$ cat config.mk
export PLATFORM = sky130hd
export DESIGN_NAME = pll_divider_config_loader
export DESIGN_NICKNAME = d
export VERILOG_FILES = /design/src/include/pll_cfg_pkg.sv /design/src/hdl/out_divider.sv /design/src/hdl/pll_divider_config_loader.sv
export SDC_FILE = /design/constraint.sdc
export NUM_CORES = 1
export LEC_CHECK = 0
export ABC_AREA = 1
export BUFFER_PORTS_ARGS = -buffer_cell sky130_fd_sc_hd__clkbuf_2
export CORE_UTILIZATION = 56
export DETAILED_ROUTE_END_ITERATION = 16
export GPL_ROUTABILITY_DRIVEN = 0
export PLACE_DENSITY = 0.82
export RECOVER_POWER = 50
export SLEW_MARGIN = 10
export SYNTH_ARGS = -nofsm -noshare
export SYNTH_HDL_FRONTEND = slang
export SYNTH_HIERARCHICAL = 1
export SYNTH_SLANG_ARGS = --single-unit
$ cat constraint.sdc
create_clock -name i_clock -period 3.4 [get_ports i_clock]
set_clock_uncertainty 0.2 [all_clocks]
set_input_delay 0.68 -clock i_clock [delete_from_list [all_inputs] [get_ports i_clock]]
set_output_delay 0.68 -clock i_clock [all_outputs]
set_load 0.1 [all_outputs]
$ cat src/include/pll_cfg_pkg.sv
// Shared constants for the synthesizer configuration loader.
// Assumes one 100 MHz clock; all pins arrive synchronous to it.
package pll_cfg_pkg;
    // Clock rate, kept for time conversions
    localparam int CLK_PERIOD_NS = 10;
    // Field widths of the divider configuration
    localparam int M_W     = 9;
    localparam int N_W     = 2;
    localparam int T_W     = 3;
    localparam int SHIFT_W = 14;
    // Reference pre-divide and its counter
    localparam int REF_DIV = 8;
    localparam logic [2:0] REF_LAST = 3'h7;
    localparam logic [2:0] REF_HALF = 3'h3;
    // Field positions inside the serial shift register, first bit at the top
    localparam int SH_T_LSB = 11;
    localparam int SH_N_LSB = 9;
    localparam int SH_M_LSB = 0;
    // Test-select codes
    localparam logic [2:0] TEST_SHIFT  = 3'h0;
    localparam logic [2:0] TEST_HIGH   = 3'h1;
    localparam logic [2:0] TEST_FREF   = 3'h2;
    localparam logic [2:0] TEST_MCNT   = 3'h3;
    localparam logic [2:0] TEST_SYNTH_CLOCK_OUT   = 3'h4;
    localparam logic [2:0] TEST_LOW    = 3'h5;
    localparam logic [2:0] TEST_BYPASS = 3'h6;
    localparam logic [2:0] TEST_FOUT4  = 3'h7;
    // Register map, byte addresses
    localparam logic [7:0] ADDR_CTRL   = 8'h00;
    localparam logic [7:0] ADDR_CONFIG = 8'h04;
    localparam logic [7:0] ADDR_SHIFT  = 8'h08;
    localparam logic [7:0] ADDR_PUMP   = 8'h0C;
    // Control register: bit 0 gates the output enable pin
    localparam int CTRL_OE_BIT = 0;
    localparam logic CTRL_OE_RESET = 1'b1;
    // Config readback layout
    localparam int CFG_N_LSB = 9;
    localparam int CFG_T_LSB = 11;
    // AXI responses
    localparam logic [1:0] RESP_OKAY   = 2'h0;
    localparam logic [1:0] RESP_SLVERR = 2'h2;

    // Last count of a half period of the output divider (2^code ticks): ratio 2^(code+1)
    function automatic logic [2:0] half_last(input logic [1:0] code);
        logic [3:0] half;
        half = 4'h1 << code;
        return 3'(half - 4'h1);
    endfunction
endpackage

$ cat src/hdl/out_divider.sv
// Output divider with glitch-free synchronous enable.
// Assumes i_tick is a one-cycle event from the selected oscillator.
`timescale 1ns/1ps
`default_nettype none
module out_divider
    import pll_cfg_pkg::*;
(
    input  wire logic           i_clock,   // System clock
    input  wire logic           i_srst,    // Sync reset, active high
    input  wire logic           i_tick,    // Oscillator event
    input  wire logic [N_W-1:0] i_ratio,   // Divide code
    input  wire logic           i_enable,  // Requested enable
    output logic                o_clock,   // Gated divided clock
    output logic                o_level    // Ungated divided clock
);
    logic [2:0] cnt_r;
    logic       div_r;
    logic       en_r;

    // Toggle every 2^code ticks, so both halves are equal
    always_ff @(posedge i_clock) begin
        if (i_srst) begin
            cnt_r <= 3'h0;
            div_r <= 1'b0;
        end else if (i_tick) begin
            if (cnt_r >= half_last(i_ratio)) begin
                cnt_r <= 3'h0;
                div_r <= ~div_r;
            end else begin
                cnt_r <= cnt_r + 3'h1;
            end
        end
    end

    // Enable changes only while the divider is low: no runt pulse
    always_ff @(posedge i_clock) begin
        if (i_srst) begin
            en_r <= 1'b0;
        end else if (!div_r) begin
            en_r <= i_enable;
        end
    end

    assign o_clock = div_r & en_r;
    assign o_level = div_r;
endmodule // out_divider
`default_nettype wire

$ cat src/hdl/pll_divider_config_loader.sv
// Configuration loader and dividers of a frequency synthesizer.
// Assumes oscillator events and serial pins sampled on i_clock.
// Functional notes
// - Reference oscillator divided by eight
// - Loop divider output drives phase comparison
// - Output divide code 00/01/10/11 gives 2/4/8/16
// - Divided output keeps fifty percent duty
// - Loop divider is nine bits, bit 8 MSB
// - Parallel strobe rising edge captures pins
// - Parallel strobe low makes latches transparent
// - Parallel loading wins over serial loading
// - Fourteen-bit shift register, shifts on serial clock
// - Serial strobe falling edge captures shift register
// - Serial strobe high passes shift contents through
// - Test pin node chosen by serial select
// - Output enable synchronous, no runt pulses
// - Stream order: test, output, loop, MSB first
// - Parallel strobe low forces test select 000
// - Code 110 bypasses with serial clock
//
// Register access over AXI4-Lite and the register addresses were chosen for this implementation.
`timescale 1ns/1ps
`default_nettype none
module pll_divider_config_loader
    import pll_cfg_pkg::*;
(
    input  wire logic           i_clock,        // System clock, 100 MHz
    input  wire logic           i_srst,         // Sync reset, active high
    input  wire logic           i_xtal_tick,    // Reference oscillator event
    input  wire logic           i_vco_tick,     // Oscillator event
    input  wire logic [M_W-1:0] i_par_m,        // Parallel loop divider
    input  wire logic [N_W-1:0] i_par_n,        // Parallel output code
    input  wire logic           i_par_load_n,   // Parallel strobe, low transparent
    input  wire logic           i_ser_clock,    // Serial clock level
    input  wire logic           i_ser_data,     // Serial data
    input  wire logic           i_ser_load,     // Serial strobe, high transparent
    input  wire logic           i_out_en,       // Output enable, active high
    output logic                o_synth_clock_out, // Synthesized clock
    output logic                o_test_out,     // Test pin
    output logic                o_pump_up,      // Speed oscillator up
    output logic                o_pump_down,    // Slow oscillator down
    input  wire logic [7:0]     i_awaddr,       // AXI write address
    input  wire logic           i_awvalid,      // AXI
    output logic                o_awready,      // AXI
    input  wire logic [31:0]    i_wdata,        // AXI write data
    input  wire logic [3:0]     i_wstrb,        // AXI byte enables
    input  wire logic           i_wvalid,       // AXI
    output logic                o_wready,       // AXI
    output logic [1:0]          o_bresp,        // AXI
    output logic                o_bvalid,       // AXI
    input  wire logic           i_bready,       // AXI
    input  wire logic [7:0]     i_araddr,       // AXI read address
    input  wire logic           i_arvalid,      // AXI
    output logic                o_arready,      // AXI
    output logic [31:0]         o_rdata,        // AXI read data
    output logic [1:0]          o_rresp,        // AXI
    output logic                o_rvalid,       // AXI
    input  wire logic           i_rready        // AXI
);
    typedef enum logic [0:0] {WR_COLLECT, WR_RESP} wr_state_type;

    wr_state_type     wr_state_r;
    logic             aw_have_r;
    logic             w_have_r;
    logic [7:0]       waddr_r;
    logic [31:0]      wdata_r;
    logic             wstrb0_r;
    logic             ctrl_oe_r;
    logic [SHIFT_W-1:0] shift_r;
    logic             ser_clk_d_r;
    logic             ser_load_d_r;
    logic [M_W-1:0]   cfg_m_r;
    logic [N_W-1:0]   cfg_n_r;
    logic [T_W-1:0]   cfg_t_r;
    logic [2:0]       ref_cnt_r;
    logic             fref_r;
    logic [M_W-1:0]   loop_cnt_r;
    logic             mcnt_out_r;
    logic [1:0]       f4_cnt_r;
    logic             synth_clock_out_prev_r;
    logic             test_r;
    logic             up_r;
    logic             down_r;
    logic             ser_rise;
    logic             ser_load_fall;
    logic             bypass;
    logic             div_tick;
    logic             fref_evt;
    logic             fb_evt;
    logic             synth_clock_out_gated;
    logic             synth_clock_out_level;
    logic             synth_clock_out_rise;

    // Serial pin edges; the pins are already synchronous
    assign ser_rise      = i_ser_clock & ~ser_clk_d_r;
    assign ser_load_fall = ~i_ser_load & ser_load_d_r;
    assign bypass        = (cfg_t_r == TEST_BYPASS);

    always_ff @(posedge i_clock) begin
        if (i_srst) begin
            ser_clk_d_r  <= 1'b0;
            ser_load_d_r <= 1'b0;
        end else begin
            ser_clk_d_r  <= i_ser_clock;
            ser_load_d_r <= i_ser_load;
        end
    end

    // Shift register: first bit shifted ends at the top
    always_ff @(posedge i_clock) begin
        if (i_srst) begin
            shift_r <= '0;
        end else if (ser_rise) begin
            shift_r <= {shift_r[SHIFT_W-2:0], i_ser_data};
        end
    end

    // Configuration latches; parallel side checked first
    always_ff @(posedge i_clock) begin
        if (i_srst) begin
            cfg_m_r <= '0;
            cfg_n_r <= '0;
            cfg_t_r <= TEST_SHIFT;
        end else if (!i_par_load_n) begin
            cfg_m_r <= i_par_m;
            cfg_n_r <= i_par_n;
            cfg_t_r <= TEST_SHIFT;
        end else if (i_ser_load || ser_load_fall) begin
            cfg_m_r <= shift_r[SH_M_LSB +: M_W];
            cfg_n_r <= shift_r[SH_N_LSB +: N_W];
            cfg_t_r <= shift_r[SH_T_LSB +: T_W];
        end
        // Otherwise hold: the rising parallel edge left the last pins in place
    end

    // Reference pre-divide by eight, square wave
    always_ff @(posedge i_clock) begin
        if (i_srst) begin
            ref_cnt_r <= 3'h0;
            fref_r    <= 1'b0;
        end else if (i_xtal_tick) begin
            ref_cnt_r <= ref_cnt_r + 3'h1;
            if (ref_cnt_r == REF_HALF || ref_cnt_r == REF_LAST) begin
                fref_r <= ~fref_r;
            end
        end
    end
    assign fref_evt = i_xtal_tick & (ref_cnt_r == REF_LAST);

    // Bypass takes the serial clock into both dividers
    assign div_tick = bypass ? ser_rise : i_vco_tick;

    // Loop divider: one feedback event per M oscillator ticks
    always_ff @(posedge i_clock) begin
        if (i_srst) begin
            loop_cnt_r <= '0;
            mcnt_out_r <= 1'b0;
        end else if (div_tick) begin
            if (loop_cnt_r + 9'h001 >= cfg_m_r) begin
                loop_cnt_r <= '0;
                mcnt_out_r <= 1'b1;
            end else begin
                loop_cnt_r <= loop_cnt_r + 9'h001;
                mcnt_out_r <= 1'b0;
            end
        end
    end
    assign fb_evt = div_tick & (loop_cnt_r + 9'h001 >= cfg_m_r);

    // Phase-frequency compare: both set means aligned, clear both
    always_ff @(posedge i_clock) begin
        if (i_srst) begin
            up_r   <= 1'b0;
            down_r <= 1'b0;
        end else if ((up_r | fref_evt) & (down_r | fb_evt)) begin
            up_r   <= 1'b0;
            down_r <= 1'b0;
        end else begin
            up_r   <= up_r | fref_evt;
            down_r <= down_r | fb_evt;
        end
    end
    assign o_pump_up   = up_r;
    assign o_pump_down = down_r;

    // Output divider with synchronous enable
    out_divider u_out_div (
        .i_clock  (i_clock),
        .i_srst   (i_srst),
        .i_tick   (div_tick),
        .i_ratio  (cfg_n_r),
        .i_enable (i_out_en & ctrl_oe_r),
        .o_clock  (synth_clock_out_gated),
        .o_level  (synth_clock_out_level)
    );

    // Output divided once more by four for the test pin
    assign synth_clock_out_rise = synth_clock_out_level & ~synth_clock_out_prev_r;
    always_ff @(posedge i_clock) begin
        if (i_srst) begin
            synth_clock_out_prev_r <= 1'b0;
            f4_cnt_r    <= 2'h0;
        end else begin
            synth_clock_out_prev_r <= synth_clock_out_level;
            if (synth_clock_out_rise) begin
                f4_cnt_r <= f4_cnt_r + 2'h1;
            end
        end
    end

    // Test node select; output registered so the pin never glitches
    always_ff @(posedge i_clock) begin
        if (i_srst) begin
            test_r <= 1'b0;
        end else begin
            case (cfg_t_r)
                TEST_SHIFT:  test_r <= shift_r[SHIFT_W-1];
                TEST_HIGH:   test_r <= 1'b1;
                TEST_FREF:   test_r <= fref_r;
                TEST_MCNT:   test_r <= mcnt_out_r;
                TEST_SYNTH_CLOCK_OUT:   test_r <= synth_clock_out_level;
                TEST_LOW:    test_r <= 1'b0;
                TEST_BYPASS: test_r <= mcnt_out_r;
                TEST_FOUT4:  test_r <= f4_cnt_r[1];
                default:     test_r <= 1'b0;
            endcase
        end
    end
    assign o_test_out        = test_r;
    assign o_synth_clock_out = synth_clock_out_gated;

    // AXI write: address and data taken in either order
    assign o_awready = (wr_state_r == WR_COLLECT) & ~aw_have_r;
    assign o_wready  = (wr_state_r == WR_COLLECT) & ~w_have_r;

    always_ff @(posedge i_clock) begin
        if (i_srst) begin
            wr_state_r <= WR_COLLECT;
            aw_have_r  <= 1'b0;
            w_have_r   <= 1'b0;
            waddr_r    <= 8'h00;
            wdata_r    <= 32'h0000_0000;
            wstrb0_r   <= 1'b0;
            o_bvalid   <= 1'b0;
            o_bresp    <= RESP_OKAY;
        end else begin
            case (wr_state_r)
                WR_COLLECT: begin
                    if (i_awvalid && o_awready) begin
                        aw_have_r <= 1'b1;
                        waddr_r   <= i_awaddr;
                    end
                    if (i_wvalid && o_wready) begin
                        w_have_r <= 1'b1;
                        wdata_r  <= i_wdata;
                        wstrb0_r <= i_wstrb[0];
                    end
                    if (aw_have_r && w_have_r) begin
                        wr_state_r <= WR_RESP;
                        o_bvalid   <= 1'b1;
                        o_bresp    <= (waddr_r == ADDR_CTRL) ? RESP_OKAY : RESP_SLVERR;
                    end
                end
                WR_RESP: begin
                    if (i_bready) begin
                        wr_state_r <= WR_COLLECT;
                        o_bvalid   <= 1'b0;
                        aw_have_r  <= 1'b0;
                        w_have_r   <= 1'b0;
                    end
                end
                default: wr_state_r <= WR_COLLECT;
            endcase
        end
    end

    // Control register: software can hold the output off
    always_ff @(posedge i_clock) begin
        if (i_srst) begin
            ctrl_oe_r <= CTRL_OE_RESET;
        end else if (wr_state_r == WR_COLLECT && aw_have_r && w_have_r
                     && waddr_r == ADDR_CTRL && wstrb0_r) begin
            ctrl_oe_r <= wdata_r[CTRL_OE_BIT];
        end
    end

    // AXI read: one cycle to answer, held until taken
    assign o_arready = ~o_rvalid;
    always_ff @(posedge i_clock) begin
        if (i_srst) begin
            o_rvalid <= 1'b0;
            o_rdata  <= 32'h0000_0000;
            o_rresp  <= RESP_OKAY;
        end else if (o_rvalid) begin
            if (i_rready) begin
                o_rvalid <= 1'b0;
            end
        end else if (i_arvalid) begin
            o_rvalid <= 1'b1;
            o_rresp  <= RESP_OKAY;
            case (i_araddr)
                ADDR_CTRL:   o_rdata <= 32'(ctrl_oe_r);
                ADDR_CONFIG: o_rdata <= 32'({cfg_t_r, cfg_n_r, cfg_m_r});
                ADDR_SHIFT:  o_rdata <= 32'(shift_r);
                ADDR_PUMP:   o_rdata <= 32'({down_r, up_r});
                default: begin
                    o_rdata <= 32'h0000_0000;
                    o_rresp <= RESP_SLVERR;
                end
            endcase
        end
    end
endmodule // pll_divider_config_loader
`default_nettype wire

# Word level (Yosys, flattened, before mapping)
# Cells that the tools add are included.
[totals]
ff_bits = 107
input_bits = 77
word_cells = 127
[op_classes]
addsub = 5
n_lt_le_gt_ge = 2
eq_ne = 17
shifts = 1
muxes = 25
bitwise = 22
reduce_logical = 25
[op_table]
columns = ["op", "n"]
rows = [
  ["one-hot mux 14 bit (4 select lines)", 1],
  ["2-to-1 mux 9 bit", 3],
  ["AND reduction 2 bit", 9],
  ["equality test 8 x 4 -> 1 bit (second input constant)", 2],
  ["logical NOT 8 bit", 2],
  ["equality test 3 bit (second input constant)", 5],
  ["2-to-1 mux 1 bit", 11],
  ["bitwise AND 1 bit", 10],
  ["inverter 1 bit", 10],
  ["adder 9 x 1 -> 9 bit (second input constant)", 1],
  ["equality test 3 x 2 -> 1 bit (second input constant)", 3],
  [">= comparator 9 bit", 1],
  ["equality test 8 x 3 -> 1 bit (second input constant)", 1],
  ["2-to-1 mux 2 bit", 4],
  ["!= test 2 bit (second input constant)", 4],
  ["one-hot mux 1 bit (2 select lines)", 4],
  ["logical AND 1 bit", 7],
  ["one-hot mux 1 bit (7 select lines)", 1],
  ["adder 3 x 1 -> 3 bit (second input constant)", 2],
  ["OR reduction 2 bit", 3],
  ["OR reduction 4 bit", 1],
  ["equality test 3 x 1 -> 1 bit (second input constant)", 1],
  [">= comparator 3 bit", 1],
  ["logical NOT 3 bit", 1],
  ["7 further kinds", 9],
]

# Logic depth before layout (Yosys ltp)
[logic_depth]
depth_word = 7
mapped_depth = 16

# Modules after synthesis
# The synthesis kept the hierarchy.
[modules_own_cells]
columns = ["mod", "n_inst", "cells_each", "area_each_um2", "seq_area_each_um2"]
rows = [
  ["pll_divider_config_loader", 1, 563, 3992.6, 1641.6],
  ["out_divider", 1, 40, 296.5, 100.1],
]

# Least setup slack after synthesis
# OpenSTA, ideal clock, no wires.
[synth_path]
path_kind = "register -> register"
startpoint = "register o_rvalid"
endpoint = "register o_rvalid"
t_arrival_ns = 2.448
setup_slack_ns = 0.637
path_stages_with_launch = 6
path_buffers = 1
cell_sequence = "dfxtp_1 > inv_1 > nand2_1 > inv_1 > buf_2 > o21a_1"
[synth_via]
elab_chain_len = 1
[synth_lines]
columns = ["item", "line_no", "rtl"]
rows = [
  ["start, declared", "pll_divider_config_loader.sv:57", "output logic o_rvalid,"],
  ["start signal, assigned", "pll_divider_config_loader.sv:291", "o_rvalid <= 1'b0;"],
  ["start signal, assigned", "pll_divider_config_loader.sv:296", "o_rvalid <= 1'b0;"],
  ["start signal, assigned", "pll_divider_config_loader.sv:299", "o_rvalid <= 1'b1;"],
  ["2-to-1 mux 1 bit", "pll_divider_config_loader.sv:294", "end else if (o_rvalid) begin"],
]
# No other way between the ends.
# A chain may end at the register's enable or synchronous reset.

# Worst setup path after layout
[layout_path]
startpoint = "register loop_cnt_r[0]"
endpoint = "register loop_cnt_r[3]"
[layout_via]
elab_chain_len = 3
[layout_lines]
columns = ["item", "line_no", "rtl"]
rows = [
  ["start, declared", "pll_divider_config_loader.sv:77", "logic [M_W-1:0] loop_cnt_r;"],
  ["start signal, assigned", "pll_divider_config_loader.sv:163", "loop_cnt_r <= loop_cnt_r + 9'h001;"],
  ["adder 9 x 1 -> 9 bit *", "pll_divider_config_loader.sv:159, pll_divider_config_loader.sv:163", ""],
  [">= comparator 9 bit", "pll_divider_config_loader.sv:159", "if (loop_cnt_r + 9'h001 >= cfg_m_r) begin"],
  ["2-to-1 mux 9 bit *", "pll_divider_config_loader.sv:159", ""],
]
# Every way passes the cells marked *; elsewhere a longest branch is shown, timed or not.

==> results.md <==
- Outcome: finished, violations left
- Violated checks: max-capacitance violations, max-slew violations
- Clock tree from TritonCTS: built
- Synth Instances: 603
- Antenna violations before repair: 0
- Source of the worst register-to-register timing path: loop_cnt_r[0]$_SDFFE_PP0P_
- Vias in the first global route: 3,603
- Clock network fraction of design power: 33.4%
- Number of buffers added on ports: 67
- Class of the most critical hold timing path: reg2reg
- Depth of the worst register-to-register path: 13
- Total number of H-tree levels: 3
- Number of cells on the critical path: 13
- Cts-stage hold buffer count: 0
- RSZ-0062 raised after global routing: false
- Mapped Avg Cell Area: 7.11 µm²
- Number of DRC markers in iteration 0: 202
- Nets: 758
- Number of enable-type register cells in the synthesized netlist: 0
- Clock Pin Slew Worst Setup and Hold Paths: 0.09 ns
- Flop and latch count out of synthesis: 87
- Fraction of power consumed by combinational cells: 19.4%
- Power per standard cell area: 498 mW/mm²
- Average detailed-routed wire length per instance: 12.5 µm
- Max-cap viol count: 1
- P_int: 0.00162 W
- Full die area: 0.00801 mm²
- CTS buffer count: 9
- Critical Path AT: 2.53 ns
- Worst min-delay path startpoint: u_out_div/en_r$_SDFFE_PP0N_
- Slowest cell on crit path: dfxtp_1
- Final antenna diode count: 0
- Share of power burned in registers: 47.1%
- Detailed-router iteration count before antenna repair: 5
- Sequential cell area: 0.00174 mm²
- Total track usage: 26.0%
- Cell chosen for the clock root: clkbuf_8
- Max incr delay on CP: 0.37 ns
- Pleak: 2.26 nW
- HPWL reported at the end of detailed placement: 7.03 mm
- Die Wd: 89.5 µm
- Clk Latency, worst-skew pair: 0.36 ns
- Most common cell type on the critical path: nand2_1
- Primary flip-flop cell chosen by synthesis mapping: dfxtp_1
- Number of inserted filler cells in the final layout: 665
- Kind of end point of the critical path: flop
- Critical path launch point type: flop
- Buffer depth of the longest clock path: 2
- Fraction of the yosys area taken by sequential cells: 40.6%
- Headroom to the max-slew limit: -5.18%
- Final setup violation count: 0
- Initial cell density of the core: 58.5%
- Maximum achievable frequency: 391 MHz
- Worst setup slack for register-to-register paths: 0.84 ns
- Post-Route WL: 9.55 mm
- Power dissipated by switching net loads: 0.000776 W
- Kind of critical path: reg2reg
- Remaining number of nets flagged by the antenna check after routing: 0
- Gate family responsible for the most delay along the worst path: simple AND/OR/NAND/NOR gates
- Final Max Tran Viols: 34
- Capturing instance or port of the critical path: loop_cnt_r[3]$_SDFFE_PP0P_
- Critical path data required time: 3.37 ns
- Wire length of the first global-routing pass: 15.8 mm
- DR vias/cell: 5.13
- Resized cells post-CTS: 0
- Setup fix buffers added after clock tree synthesis: 0
- Post-synthesis async set-or-reset flop share: 0%
- Switch share: 32.4%
- Placeable core region: 0.00733 mm²
- Maximum fanout along the worst path: 9
- Total area of multi-input combinational cells: 0.00209 mm²
- Clock sink count: 87
- Vertical die dimension: 89.5 µm
- Boundary Pins: 122
- Synth unique cells: 32
- Synth warn: 6
- Overall power consumption: 0.00240 W
- Worst hold path depth: 2
- Buffer and inverter count on the worst path: 1
- Share of final-layout standard cells stronger than drive strength 1: 15.6%
- Netlist Area Pre-Place: 0.00429 mm²
- Maximum number of pins on one net before global-route repair: 34
- Total Negative Setup Slacks: 0 ns
- Global route overflow: 0
- Slew @ Worst Pin: 1.58 ns
- Capturing point of the worst reg2reg path: loop_cnt_r[3]$_SDFFE_PP0P_
- Peak VDD IR: 0.278 mV
- Worst-path cell chain: ha_1 -> nand2_1 -> nor2_4 -> nand2_1 -> xnor2_1 -> ha_1 -> nand2_1 -> nor2_1 -> inv_1 -> a21oi_1 -> nor2_4 -> nand3_1 -> a21oi_1
- Post-layout minimum cycle time: 2.56 ns
- Number of rows created at floorplan: 31
- Count of final hold-check violations: 0
- Portion of the clock cycle consumed by the worst path in the final layout: 75.2%
- Count of vias placed by the detailed router: 3,931
- DRC viols: 0
- Worst Setup SP: loop_cnt_r[0]$_SDFFE_PP0P_
- Area added between synthesis and finish: 12.2%
-- synthesized netlist by cell type, drive strengths merged (3+ instances only) --
| cell | n | area [µm²] |
|---|---|---|
| nand2 | 111 | 424 |
| nor2 | 91 | 394 |
| o21ai | 51 | 259 |
| buf | 32 | 219 |
| inv | 71 | 267 |
| dfxtp | 87 | 1740 |
| ha | 17 | 213 |
| xor2 | 5 | 43.8 |
| nand4 | 7 | 43.8 |
| a21oi | 66 | 334 |
| nand3 | 39 | 195 |
| a211oi | 3 | 22.5 |
| xnor2 | 5 | 43.8 |
| clkbuf | 10 | 37.5 |
-- flip-flops by register name (all words and copies together) (netlist names), 2 cells and up --
name and cells:
o_rdata 14, cfg_t_r 3, cfg_n_r 2, loop_cnt_r 9, waddr_r 8, cfg_m_r 9, ref_cnt_r 3, u_out_div/cnt_r 3
shift_r 14, f4_cnt_r 2
-- cell usage in the layout, fill, tap and decap left out, types with 4 or more instances in the layout --
cell	n
nand2_1	109
dfxtp_1	87
nor2_1	82
clkbuf_2	66
inv_1	65
a21oi_1	65
o21ai_0	47
nand3_1	39
conb_1	20
ha_1	17
clkbuf_8	10
nand4_1	7
inv_2	6
nor2_4	6
xor2_1	5
xnor2_1	5
clkbuf_1	4
-- how the worst min path moves through the flow --
| stage | slack, ns | end |
|---|---|---|
| 2_1_floorplan | 0.24 | u_out_div/en_r$_SDFFE_PP0N_ |
| 3_3_place_gp | 0.25 | mcnt_out_r$_SDFFE_PP0P_ |
| 3_5_place_dp | 0.26 | o_rdata[1]$_SDFFE_PP0P_ |
| 4_1_cts | 0.27 | o_rdata[1]$_SDFFE_PP0P_ |
| 5_1_grt | 0.28 | o_rdata[1]$_SDFFE_PP0P_ |
| 6_report | 0.27 | u_out_div/en_r$_SDFFE_PP0N_ |
-- per-stage QoR --
step	hold slack [ns]	area, µm²	setup WS (ns)	util [%]	std cells
global placement	0.253	4610	0.977	62.9	752
global route	0.283	4810	0.610	65.6	767
finish	0.266	4810	0.844	65.6	767
detailed placement	0.256	4610	0.886	62.9	752
floorplan	0.238	4360	0.637	-	622
CTS	0.269	4830	0.865	65.8	767
-- logic make-up (layout without fill, tap and decap cells) --
| group | Yosys count | in the layout | synth area share, % |
|---|---|---|---|
| AO/OA/AOI/OAI | 122 | 122 | 14.7 |
| buffers and inverters | 114 | 160 | 12.3 |
| other | 1 | 20 | 0.0874 |
| XOR/XNOR | 10 | 10 | 2.04 |
| adder cells (fa/ha/maj) | 17 | 17 | 4.96 |
| AND/OR/NAND/NOR | 251 | 251 | 25.1 |
| multiplexers | 1 | 1 | 0.233 |
| flip-flops | 87 | 87 | 40.6 |
-- worst reg2reg max path, cell delays in order, from the launching register on --
cell and delay [ns]:
dfxtp_1 0.37, ha_1 0.21, nand2_1 0.10, nor2_4 0.13, nand2_1 0.08, xnor2_1 0.15
ha_1 0.30, nand2_1 0.07, nor2_1 0.21, inv_1 0.06, a21oi_1 0.21, nor2_4 0.11
nand3_1 0.09, a21oi_1 0.06
-- final cells by class --
| class | count | area share, % |
|---|---|---|
| Tap cell | 99 | 2.57 |
| Timing Repair Buffer | 73 | 7.64 |
| Sequential cell | 87 | 36.2 |
| Multi-Input combinational cell | 421 | 43.4 |
| Clock inverter | 5 | 1.69 |
| Clock buffer | 10 | 2.86 |
| Inverter | 72 | 5.62 |
-- power groups by stage --
stage / Sequential (W) / Clock, W / Combinational (W)
CTS: 0.00113 / 0.000812 / 0.000468
global route: 0.00114 / 0.000861 / 0.000515
detailed placement: 0.00115 / 0 / 0.000466
floorplan: 0.00118 / 0 / 0.000357
finish: 0.00113 / 0.000802 / 0.000466
global placement: 0.00115 / 0 / 0.000452
-- routing by layer --
| metal | vias to the layer above | wire [µm] | track usage (%) |
|---|---|---|---|
| li1 | 2013 | - | - |
| met1 | 1770 | 4390 | 32.2 |
| met2 | 122 | 4440 | 43.6 |
| met3 | 26 | 439 | 4.16 |
| met4 | 0 | 278 | 13.6 |
| met5 | - | 0 | 0 |
Power figures use the tool's default switching activity.
